$ cat src/common/uart_pkg.sv
// constants, field positions and carrier types for the serial element
// assumes one 25 MHz clock and a plain strobe register port
package uart_pkg;
    localparam logic [2:0] ADDR_BUFFER   = 3'h0; // rx read, tx write
    localparam logic [2:0] ADDR_IRQ_EN   = 3'h1;
    localparam logic [2:0] ADDR_IRQ_ID   = 3'h2;
    localparam logic [2:0] ADDR_LINE_CTL = 3'h3;
    localparam logic [2:0] ADDR_MODEM_CTL = 3'h4;
    localparam logic [2:0] ADDR_LINE_ST  = 3'h5;
    localparam logic [2:0] ADDR_MODEM_ST = 3'h6;
    localparam logic [2:0] ADDR_SCRATCH  = 3'h7;
    localparam logic [2:0] ADDR_DIV_LOW  = 3'h0; // when access bit set
    localparam logic [2:0] ADDR_DIV_HIGH = 3'h1;
    localparam int LCR_ACCESS  = 7;
    localparam int LCR_STOP    = 2;
    localparam int MCR_DTR     = 0;
    localparam int MCR_RTS     = 1;
    localparam int MCR_OUTA    = 2;
    localparam int MCR_OUTB    = 3;
    localparam int MCR_LOOP    = 4;
    localparam int IER_MODEM   = 3;
    localparam logic [15:0] DIV_RESET = 16'h0001;
    localparam logic [3:0]  OVERSAMPLE = 4'hf; // 16 ticks per bit
    localparam logic [3:0]  HALF_BIT   = 4'h7;
    localparam logic [7:0]  LCR_RESET  = 8'h03;

    typedef struct packed {
        logic [2:0] addr;
        logic [7:0] wdata;
        logic       wr;
        logic       rd;
    } bus_req_type;

    typedef struct packed {
        logic ctsN;
        logic dsrN;
        logic riN;
        logic dcdN;
    } modem_in_type;

    typedef struct packed {
        logic dtrN;
        logic rtsN;
        logic outAN;
        logic outBN;
    } modem_out_type;

    typedef enum logic [3:0] {
        RX_IDLE  = 4'b0001,
        RX_START = 4'b0010,
        RX_DATA  = 4'b0100,
        RX_STOP  = 4'b1000
    } rx_state_type;

    typedef enum logic [3:0] {
        TX_IDLE  = 4'b0001,
        TX_START = 4'b0010,
        TX_DATA  = 4'b0100,
        TX_STOP  = 4'b1000
    } tx_state_type;
endpackage : uart_pkg

$ cat src/rtl/uart_modem_status_baud_buffers.sv
// modem status, baud divisor, receive buffer, transmit holding, scratch
// assumes a synchronous serial input, modem pins are synchronised; reads answered one cycle after the read strobe
module uart_modem_status_baud_buffers (
    input  wire logic                   ref_clk,   // 25 MHz clock
    input  wire logic                   sys_rst,   // async reset, high
    input  wire uart_pkg::bus_req_type  busReq,    // register request
    output logic [7:0]                  rdData,    // read data, next cycle
    input  wire logic                   serialIn,  // serial line in
    output logic                        serialOut, // serial line out
    input  wire uart_pkg::modem_in_type modemIn,   // active-low modem pins
    output uart_pkg::modem_out_type     modemOut,  // active-low controls
    output logic                        irqOutput  // interrupt, high
);
    import uart_pkg::*;

    typedef struct packed {
        logic [7:0]    rdData;
        logic [3:0]    sync1;
        logic [3:0]    sync2;
        logic [3:0]    prevState;
        logic [3:0]    delta;
        logic [3:0]    pendSet;
        logic [3:0]    pendClr;
        logic [15:0]   divisor;
        logic [15:0]   baudCnt;
        logic          tick;
        logic [7:0]    lineCtl;
        logic [4:0]    modemCtl;
        logic [3:0]    irqEn;
        logic [7:0]    scratch;
        logic [7:0]    rxBuf;
        logic          dataReady;
        logic          overrun;
        logic          framing;
        rx_state_type  rxState;
        logic [3:0]    rxTick;
        logic [2:0]    rxBit;
        logic [7:0]    rxShift;
        logic [7:0]    txHold;
        logic          holdFull;
        tx_state_type  txState;
        logic [3:0]    txTick;
        logic [2:0]    txBit;
        logic [7:0]    txShift;
        logic          txLine;
        logic          serialOut;
        logic [3:0]    modemOutN;
        logic          irq;
    } state_type;

    state_type s_q;
    state_type s_d;

    logic [3:0] pinState;
    logic [3:0] loopState;
    logic [3:0] curState;
    logic [3:0] change;
    logic [3:0] flagSet;
    logic       msRead;
    logic       lsRead;
    logic       divAccess;
    logic       rxIn;
    logic [2:0] lastBit;
    logic       rxBufRead;
    logic       rxDone;

    always_comb begin
        s_d       = s_q;
        divAccess = s_q.lineCtl[LCR_ACCESS];
        lastBit   = 3'(4 + s_q.lineCtl[1:0]);
        msRead    = busReq.rd && busReq.addr == ADDR_MODEM_ST;
        lsRead    = busReq.rd && busReq.addr == ADDR_LINE_ST;
        rxBufRead = busReq.rd && busReq.addr == ADDR_BUFFER && !divAccess;
        // order {dcd, ri, dsr, cts} so bit index matches the flag position
        pinState  = ~{s_q.sync2[0], s_q.sync2[1], s_q.sync2[2],
                      s_q.sync2[3]};
        loopState = {s_q.modemCtl[MCR_OUTB], s_q.modemCtl[MCR_OUTA],
                     s_q.modemCtl[MCR_DTR], s_q.modemCtl[MCR_RTS]};
        curState  = s_q.modemCtl[MCR_LOOP] ? loopState : pinState;
        change    = curState ^ s_q.prevState;
        // ring flag on the trailing edge of the active-low ring pin only
        change[2] = s_q.prevState[2] & ~curState[2];
        s_d.prevState = curState;

        // two-stage synchroniser: stage one feeds stage two only
        s_d.sync1 = modemIn;
        s_d.sync2 = s_q.sync1;

        // change flags with read collision handling
        flagSet = change;
        if (msRead) begin
            // a read one cycle long: the read end is the next edge
            s_d.pendSet = change & ~s_q.delta;
            s_d.pendClr = change & s_q.delta;
            s_d.delta   = 4'h0;
        end else begin
            s_d.delta   = (s_q.delta | flagSet | s_q.pendSet)
                          & ~s_q.pendClr;
            s_d.pendSet = 4'h0;
            s_d.pendClr = 4'h0;
        end

        // baud generator, one tick pulse per divisor count
        s_d.tick = 1'b0;
        if (s_q.baudCnt <= 16'h0001) begin
            s_d.baudCnt = s_q.divisor;
            s_d.tick    = 1'b1;
        end else begin
            s_d.baudCnt = s_q.baudCnt - 16'h0001;
        end

        // register writes
        if (busReq.wr) begin
            case (busReq.addr)
                ADDR_BUFFER: begin
                    if (divAccess) begin
                        s_d.divisor[7:0] = busReq.wdata;
                        s_d.baudCnt = {s_q.divisor[15:8],
                                       busReq.wdata};
                    end else begin
                        s_d.txHold   = busReq.wdata;
                        s_d.holdFull = 1'b1;
                    end
                end
                ADDR_IRQ_EN: begin
                    if (divAccess) begin
                        s_d.divisor[15:8] = busReq.wdata;
                        s_d.baudCnt = {busReq.wdata,
                                       s_q.divisor[7:0]};
                    end else begin
                        s_d.irqEn = busReq.wdata[3:0];
                    end
                end
                ADDR_LINE_CTL:  s_d.lineCtl  = busReq.wdata;
                ADDR_MODEM_CTL: s_d.modemCtl = busReq.wdata[4:0];
                ADDR_SCRATCH:   s_d.scratch  = busReq.wdata;
                default: ;
            endcase
        end

        // receiver; loop takes the transmit shifter's line instead
        rxIn = s_q.modemCtl[MCR_LOOP] ? s_q.txLine : serialIn;
        rxDone = s_q.tick && s_q.rxState == RX_STOP
                 && s_q.rxTick == OVERSAMPLE;
        if (s_q.tick) begin
            s_d.rxTick = s_q.rxTick + 4'h1;
            case (s_q.rxState)
                RX_IDLE: begin
                    s_d.rxTick = 4'h0;
                    if (!rxIn) begin
                        s_d.rxState = RX_START;
                    end
                end
                RX_START: begin
                    if (s_q.rxTick == HALF_BIT) begin
                        s_d.rxTick = 4'h0;
                        s_d.rxBit  = 3'h0;
                        s_d.rxShift = 8'h00;
                        s_d.rxState = rxIn ? RX_IDLE : RX_DATA;
                    end
                end
                RX_DATA: begin
                    if (s_q.rxTick == OVERSAMPLE) begin
                        // shift in from the top so bit 0 is first
                        s_d.rxShift = {rxIn, s_q.rxShift[7:1]};
                        s_d.rxBit = s_q.rxBit + 3'h1;
                        if (s_q.rxBit == lastBit) begin
                            s_d.rxState = RX_STOP;
                        end
                    end
                end
                RX_STOP: begin
                    if (s_q.rxTick == OVERSAMPLE) begin
                        // right-justify short characters, zero above
                        s_d.rxBuf = s_q.rxShift >>
                                    (3'h7 - lastBit);
                        s_d.overrun = s_q.overrun
                                      | s_q.dataReady;
                        s_d.dataReady = 1'b1;
                        s_d.framing = s_q.framing | ~rxIn;
                        s_d.rxState = RX_IDLE;
                    end
                end
                default: s_d.rxState = RX_IDLE;
            endcase
        end
        if (rxBufRead && !rxDone) begin
            s_d.dataReady = 1'b0;
        end
        if (lsRead) begin
            // a condition in the read cycle posts unless already set
            s_d.overrun = rxDone && s_q.dataReady
                          && !s_q.overrun;
            s_d.framing = rxDone && !rxIn && !s_q.framing;
        end

        // transmitter, same word length as receiver; only the transmitter uses the stop setting
        if (s_q.txState == TX_IDLE && s_q.holdFull) begin
            s_d.txShift  = s_q.txHold;
            s_d.holdFull = busReq.wr && busReq.addr == ADDR_BUFFER
                           && !divAccess;
            s_d.txState  = TX_START;
            s_d.txTick   = 4'h0;
        end else if (s_q.tick) begin
            s_d.txTick = s_q.txTick + 4'h1;
            case (s_q.txState)
                TX_START: begin
                    s_d.txLine = 1'b0;
                    if (s_q.txTick == OVERSAMPLE) begin
                        s_d.txBit = 3'h0;
                        s_d.txState = TX_DATA;
                    end
                end
                TX_DATA: begin
                    s_d.txLine = s_q.txShift[0];
                    if (s_q.txTick == OVERSAMPLE) begin
                        s_d.txShift = {1'b0, s_q.txShift[7:1]};
                        s_d.txBit = s_q.txBit + 3'h1;
                        // bits above the word length are never sent
                        if (s_q.txBit == lastBit) begin
                            s_d.txState = TX_STOP;
                            s_d.txBit = 3'h0;
                        end
                    end
                end
                TX_STOP: begin
                    s_d.txLine = 1'b1;
                    if (s_q.txTick == OVERSAMPLE) begin
                        s_d.txBit = s_q.txBit + 3'h1;
                        if (!s_q.lineCtl[LCR_STOP] || s_q.txBit != 3'h0) begin
                            s_d.txState = TX_IDLE;
                        end
                    end
                end
                default: s_d.txLine = 1'b1;
            endcase
        end
        s_d.serialOut = s_q.modemCtl[MCR_LOOP] ? 1'b1 : s_q.txLine;
        s_d.modemOutN = s_q.modemCtl[MCR_LOOP] ? 4'hf
                        : ~s_q.modemCtl[3:0];

        // only interrupt source in this block: modem status change
        s_d.irq = s_q.irqEn[IER_MODEM] && (|s_q.delta);

        // read data, valid the cycle after the strobe
        s_d.rdData = 8'h00;
        if (busReq.rd) begin
            case (busReq.addr)
                ADDR_BUFFER: s_d.rdData = divAccess ? s_q.divisor[7:0]
                                                    : s_q.rxBuf;
                ADDR_IRQ_EN: s_d.rdData = divAccess ? s_q.divisor[15:8]
                                                    : {4'h0, s_q.irqEn};
                ADDR_IRQ_ID: s_d.rdData = (s_q.irqEn[IER_MODEM]
                                           && |s_q.delta) ? 8'h00 : 8'h01;
                ADDR_LINE_CTL:  s_d.rdData = s_q.lineCtl;
                ADDR_MODEM_CTL: s_d.rdData = {3'h0, s_q.modemCtl};
                ADDR_LINE_ST: s_d.rdData = {1'b0,
                    !s_q.holdFull && s_q.txState == TX_IDLE,
                    !s_q.holdFull, 1'b0, s_q.framing, 1'b0, s_q.overrun,
                    s_q.dataReady};
                ADDR_MODEM_ST: s_d.rdData = {curState,
                                             s_q.delta};
                ADDR_SCRATCH: s_d.rdData = s_q.scratch;
                default: s_d.rdData = 8'h00;
            endcase
        end
    end

    always_ff @(posedge ref_clk or posedge sys_rst) begin
        if (sys_rst) begin
            s_q <= '0;
            s_q.sync1 <= 4'hf;
            s_q.sync2 <= 4'hf;
            s_q.divisor <= DIV_RESET;
            s_q.baudCnt <= DIV_RESET;
            s_q.lineCtl <= LCR_RESET;
            s_q.rxState <= RX_IDLE;
            s_q.txState <= TX_IDLE;
            s_q.txLine <= 1'b1;
            s_q.serialOut <= 1'b1;
            s_q.modemOutN <= 4'hf;
        end else begin
            s_q <= s_d;
        end
    end

    assign rdData    = s_q.rdData;
    assign serialOut = s_q.serialOut;
    assign modemOut  = {s_q.modemOutN[0], s_q.modemOutN[1],
                        s_q.modemOutN[2], s_q.modemOutN[3]};
    assign irqOutput = s_q.irq;
endmodule : uart_modem_status_baud_buffers

$ cat config.mk
export PLATFORM = sky130hd
export DESIGN_NAME = uart_modem_status_baud_buffers
export DESIGN_NICKNAME = d
export VERILOG_FILES = /design/src/common/uart_pkg.sv /design/src/rtl/uart_modem_status_baud_buffers.sv
export SDC_FILE = /design/constraint.sdc
export NUM_CORES = 1
export LEC_CHECK = 0
export ABC_CLOCK_PERIOD_IN_PS = 6100
export BUFFER_PORTS_ARGS = -buffer_cell sky130_fd_sc_hd__clkbuf_2
export CAP_MARGIN = 5
export CORE_MARGIN = 3
export CORE_UTILIZATION = 27
export CTS_CLUSTER_DIAMETER = 40
export CTS_CLUSTER_SIZE = 12
export DETAILED_ROUTE_END_ITERATION = 7
export SYNTH_ARGS = -nofsm -noshare
export SYNTH_HDL_FRONTEND = slang
export SYNTH_SLANG_ARGS = --single-unit
$ cat constraint.sdc
create_clock -name ref_clk -period 6.1 [get_ports ref_clk]
set_input_delay 0.61 -clock ref_clk [delete_from_list [all_inputs] [get_ports ref_clk]]
set_output_delay 0.61 -clock ref_clk [all_outputs]
set_load 0.05 [all_outputs]
==> flow_metrics.tcl, run 1 <==
set metrics [dict create \
    fin_nets 723 \
    drive_gt1_frac 0.241 \
    clockBufferDepth 2 \
    finalWirelength_mm 17.7 \
    yosys_most_used_dff "dfrtp_1" \
    initial_core_util 0.278 \
    io_pins 34 \
    dieWidth_um 174 \
    rsz0062_at_grt "false" \
    htreeDepth 4 \
    swShare 0.299 \
    critPathArrivalTime_ns 2.60 \
    holdPathStages 1 \
    yosysSeqAreaShare 0.515 \
    max-cap-violations 0 \
    rr_endpoint "s_q[103]" \
    hp-class "in -> reg" \
    period_needed_ns 2.29 \
    seq_power_share 0.452 \
    num_antenna_cells 0 \
    ant_nets 0 \
    finalHoldViolations 0 \
    synth_area_mm2 0.00758 \
    cts_made_buffers 17 \
    grt.met1_usage 0.156 \
    setup_violations 0 \
    drc 0 \
    max_freq_mhz 437 \
    synth_area_per_cell_um2 11.0 \
    period_share 0.375 \
    fin_tns_setup_ns 0 \
    layout_common_cells "dfrtp_1, nand2_1, mux2_2" \
    worstMarginPinSlew_ns 0.922 \
    switchingPower_mw 0.923 \
    grt.busiest_layer "met2" \
    power_density_mw_per_mm2 358 \
    dr_total_vias 5285 \
    syn_nets 715 \
    drtIter0Drc 379 \
    die_h_um 174 \
    cp_max_fo 36 \
    slew_headroom 0.380 \
    insertion_delay_ns 0.43 \
    skew_ns 0.00975 \
    report.final.slew_viol_count 0 \
    hp-start "modemIn[3]" \
    core_area_mm2 0.0273 \
    synth-async-reset-ratio 1.00 \
    ys_ff_latch 155 \
    r2r_cells 8 \
    n_fill_cell 2777 \
    grtUsageTotal 0.120 \
    crit_type "in -> reg" \
    dieArea_mm2 0.0301 \
    gp_congestion 0.814 \
    grt_pass1_wl_mm 28.7 \
    synth_edf_count 0 \
    yosysWarnings 0 \
    synthCells 688 \
    ctsHoldBuffers 0 \
    holdPathEnd "s_d[142]" \
    cts_num_sinks 155 \
    crit_required_ns 6.41 \
    post-dp-hpwl_mm 12.2 \
    rows 60 \
    grt_pass1_vias 5273 \
    critPathLaunchType "input port" \
    cts-resized-gates 0 \
    cellLeakagePower_nw 3.76 \
    portBuffers 33 \
    grt-ovfl-total 0 \
    cts_root_buffer "clkbuf_16" \
    synth_cell_types 74 \
    met2_usage 0.195 \
    status "completed" \
    grt_start_max_net_pins 99 \
    drt-wirelength-per-cell_um 16.4 \
    dr.pass1.iters 4 \
    power.internal_mw 2.16 \
    met3_usage 0.0283 \
    power.share.clock 0.371 \
    post-cts-setup-buffers 0 \
    p_comb_frac 0.177 \
    cts_tree "done" \
    vias_per_cell 4.89 \
    area_growth_pct 13.7 \
    ir_drop_mv 0.124 \
    r2r_slack_ns 3.84 \
    total_power_mw 3.08 \
    layout_commonest_cell "dfrtp_1" \
    antenna_found_initial 0 \
    reg2reg_from "s_q[91]" \
    path_clk_slew_ns 0.06 \
    endpoint_kind "register" \
]
metrics by stage:
step                worst slack [ns]  hold slack [ns]   util  std cells  area [um^2]
floorplan                       1.34            0.345      -        688         7580
global placement                3.45            0.348  0.293       1049         7980
finish                          3.81            0.262  0.316       1081         8620
detailed placement              3.45            0.348  0.293       1049         7980
CTS                             3.86            0.248  0.316       1081         8620
global route                    3.58            0.247  0.316       1081         8620
Yosys cell counts, types with 8 or more instances:
library cell	number	area share
nand3_1	15	0.0099
a22o_1	20	0.023
dfstp_2	20	0.069
mux2i_1	27	0.036
buf_4	14	0.014
nor3_1	20	0.013
mux2_2	60	0.089
buf_2	17	0.011
nor2_1	43	0.021
o21ai_0	32	0.021
a211oi_1	8	0.0079
dfrtp_1	135	0.45
a21oi_1	19	0.013
clkbuf_1	10	0.0050
a21o_1	8	0.0079
nand2_1	76	0.038
xnor2_1	11	0.013
inv_1	18	0.0089
flip-flops by register name, indices dropped and copies added (netlist names):
name,cells
s_q,132
rdData,8
loopState,4
modemOut,4
s_d,4
divAccess,1
irqOutput,1
serialOut,1
layout make-up:
type	instances	area, um^2	share of cell area
tap	372	465	0.0540
timing repair buffer	35	180	0.0209
clock inverter	13	189	0.0219
multi-input combinational	467	3350	0.388
inverter	20	85.1	0.00987
sequential	155	3900	0.453
clock buffer	19	453	0.0525
kinds of logic after synthesis:
family | Yosys count | share of synthesized area
AOI/OAI and AO/OA | 137 | 0.128
xor gates and xnor gates | 18 | 0.0208
adders and majority gates | 7 | 0.0115
buffers and inverters | 66 | 0.0441
DFF | 155 | 0.515
muxes | 90 | 0.132
and+or+nand+nor | 215 | 0.148
layer usage:
metal	vias up	wire [um]
li1	2487	-
met1	2684	8290
met2	94	8490
met3	20	632
met4	0	302
met5	-	0
critical path, cell delays in order:
cell	delay, ns
clkbuf_2	0.44
nor3_1	0.66
nand3_1	0.46
o221a_2	0.43
power groups by stage:
| stage | Sequential, mW | Combinational [mW] | Clock (mW) |
|---|---|---|---|
| floorplan | 1.34 | 0.456 | 0 |
| global placement | 1.40 | 0.539 | 0 |
| detailed placement | 1.41 | 0.547 | 0 |
| CTS | 1.39 | 0.550 | 1.16 |
| global route | 1.42 | 0.598 | 1.20 |
| finish | 1.39 | 0.546 | 1.14 |
worst max path at each step:
| stage | start | endpoint | slack (ns) | cells after the start |
|---|---|---|---|---|
| finish | busReq[10] | s_q[96] | 3.81 | 4 |
| global route | busReq[10] | s_q[93] | 3.58 | 4 |
| CTS | s_q[91] | s_q[103] | 3.86 | 8 |
| detailed placement | busReq[12] | s_q[96] | 3.45 | 5 |
| global placement | busReq[10] | s_q[93] | 3.45 | 4 |
| floorplan | sys_rst | divAccess | 1.34 | 1 |
No activity file was read; power rests on OpenSTA's default activity.
==> run 2: changes to the inputs <==
--- a/config.mk
+++ b/config.mk
@@ -5,7 +5,7 @@
 export SDC_FILE = /design/constraint.sdc
 export NUM_CORES = 1
 export LEC_CHECK = 0
-export ABC_CLOCK_PERIOD_IN_PS = 6100
+export ABC_CLOCK_PERIOD_IN_PS = 2000
 export BUFFER_PORTS_ARGS = -buffer_cell sky130_fd_sc_hd__clkbuf_2
 export CAP_MARGIN = 5
 export CORE_MARGIN = 3
==> constraint.sdc (replaced) <==
create_clock -name ref_clk -period 2 [get_ports ref_clk]
set_input_delay 0.2 -clock ref_clk [delete_from_list [all_inputs] [get_ports ref_clk]]
set_output_delay 0.2 -clock ref_clk [all_outputs]
set_load 0.05 [all_outputs]
==> run 2 against run 1 <==
Sequential share of layout area down 2.3 points. Clock power rose to 2.9 times the previous value. Sequential power rose to 3.0 times the previous value. Sequential cell count unchanged. Highest routed layer unchanged.
==> flow_metrics.tcl, run 2 (synthesis results as in run 1) <==
set metrics [dict create \
    endpoint_kind "register" \
    placed_area_mm2 0.00841 \
    critPathLaunchType "register" \
    grt-ovfl-total 0 \
    crit_chain "inv_1, ha_1, or2_2, nand3_1, o21a_1, nand2_1, o221a_2" \
    grtUsageTotal 0.125 \
    grt_start_max_net_pins 34 \
    hp-class "in -> reg" \
    crit_slowest_cell "dfstp_2" \
    wl_met2_mm 8.87 \
    insertion_delay_ns 0.43 \
    register_area_mm2 0.00391 \
    dieWidth_um 174 \
    initial_core_util 0.278 \
    skew_ns 0.00863 \
    dieArea_mm2 0.0301 \
    final_cells 1134 \
    cp_max_fo 8 \
    clockBufferDepth 2 \
    swShare 0.320 \
    ant_nets 0 \
    finalHoldViolations 0 \
    setup_violations 0 \
    htreeDepth 4 \
    dp.cells 1096 \
    cts_tree "done" \
    wl_met1_mm 8.48 \
    critPathArrivalTime_ns 2.24 \
    ir_drop_mv 0.412 \
    vias_per_cell 4.86 \
    dr_total_vias 5514 \
    largest_reg_flops 132 \
    n_fill_cell 2739 \
    cts_root_buffer "clkbuf_16" \
    num_antenna_cells 0 \
    max_stage_delay_ns 0.57 \
    max-cap-violations 0 \
    post-dp-hpwl_mm 13.2 \
    power.share.clock 0.347 \
    period_needed_ns 1.93 \
    drc 0 \
    antenna_found_initial 0 \
    area_growth_pct 19.8 \
    multi_input_area_mm2 0.00337 \
    crit_buf_inv 1 \
    cts_made_buffers 17 \
    layout_commonest_cell "dfrtp_1" \
    hp-start "busReq[0]" \
    gp_congestion 0.835 \
    dr.pass1.iters 5 \
    crit_required_ns 2.31 \
    die_h_um 174 \
    slew_headroom 0.581 \
    startpoint "s_q[91]" \
    top_layer "met4" \
    cellLeakagePower_nw 4.02 \
    route.met3.wl_um 667 \
    status "completed" \
    utilization 0.333 \
    report.final.slew_viol_count 0 \
    power_density_mw_per_mm2 1030 \
    drive_gt1_frac 0.291 \
    io_pins 34 \
    drt-wirelength-per-cell_um 16.1 \
    fin_nets 776 \
    crit_type "reg -> reg" \
    path_clk_slew_ns 0.07 \
    rows 60 \
    worstMarginPinSlew_ns 0.627 \
    fin_area_mm2 0.00908 \
    crit_family "flip-flops" \
    max_freq_mhz 519 \
    cts_num_sinks 155 \
    switchingPower_mw 2.99 \
    regMostFlops "s_q" \
    core_area_mm2 0.0273 \
    drtIter0Drc 456 \
    finalWirelength_mm 18.3 \
    p_comb_frac 0.202 \
    power.internal_mw 6.36 \
    reg2reg_from "s_q[91]" \
    layout_common_cells "dfrtp_1, nand2_1, mux2_2" \
    grt_pass1_vias 5512 \
    portBuffers 33 \
    period_share 0.964 \
    grt_pass1_wl_mm 30.0 \
    seq_power_share 0.451 \
]
[run 2: cell types whose count changed in the layout (fill, tap and decap cells not counted), sizes merged]
cell,previous run,this run
inv,20,26
buf,2,50
clkinv,7,6
clkinvlp,2,1
clkbuf,52,51
bufinv,4,1
dlygate4sd3,0,5
[run 2: cell type report]
cell class / count / area share
flip-flops and latches: 155 / 0.430
multi-input cells: 467 / 0.371
repair buffers: 88 / 0.0733
well taps: 372 / 0.0512
clock buffers: 18 / 0.0472
clock inverters: 14 / 0.0186
inverters: 20 / 0.00923
[run 2: final timing paths]
kind / end / slack, ns / cells past startpoint
min: rdData[4] / 0.1 / 2
min in group asynchronous: s_q[52] / 0.41 / 3
max: s_q[96] / 0.07 / 7
min reg2reg: s_q[141] / 0.36 / 0
max in group asynchronous: s_q[91] / 0.96 / 4
max reg2reg: s_q[96] / 0.07 / 7
[run 2: through the flow]
step | setup TNS (ns) | hold WS (ns) | setup WS, ns | total power [mW]
CTS | 0 | 0.0652 | 0.0162 | 9.42
global placement | 0 | 0.291 | 0.0552 | 6.10
finish | 0 | 0.0954 | 0.0717 | 9.35
global route | -0.0102 | 0.0880 | -0.00746 | 9.81
floorplan | -19.25 | 0.204 | -0.143 | 5.49
detailed placement | 0 | 0.289 | 0.0384 | 6.12
[run 2: repair_timing]
item,4_1_cts,5_1_grt
endpoints found under the hold margin,11,0
hold buffers,5,0
buffers inserted,0,1
resized for setup,0,6
endpoints found under the setup margin,0,12
[run 2: power by group through the flow]
stage | Sequential (mW) | Clock, mW | Combinational (mW)
floorplan | 4.10 | 0 | 1.39
global placement | 4.25 | 0 | 1.85
detailed placement | 4.25 | 0 | 1.87
CTS | 4.20 | 3.33 | 1.89
global route | 4.28 | 3.45 | 2.08
finish | 4.21 | 3.25 | 1.89
[run 2: layer usage]
metal,global-route usage,vias to the layer above
met5,0,-
met4,0.0416,0
met3,0.0247,21
met2,0.203,104
met1,0.167,2777
li1,-,2612
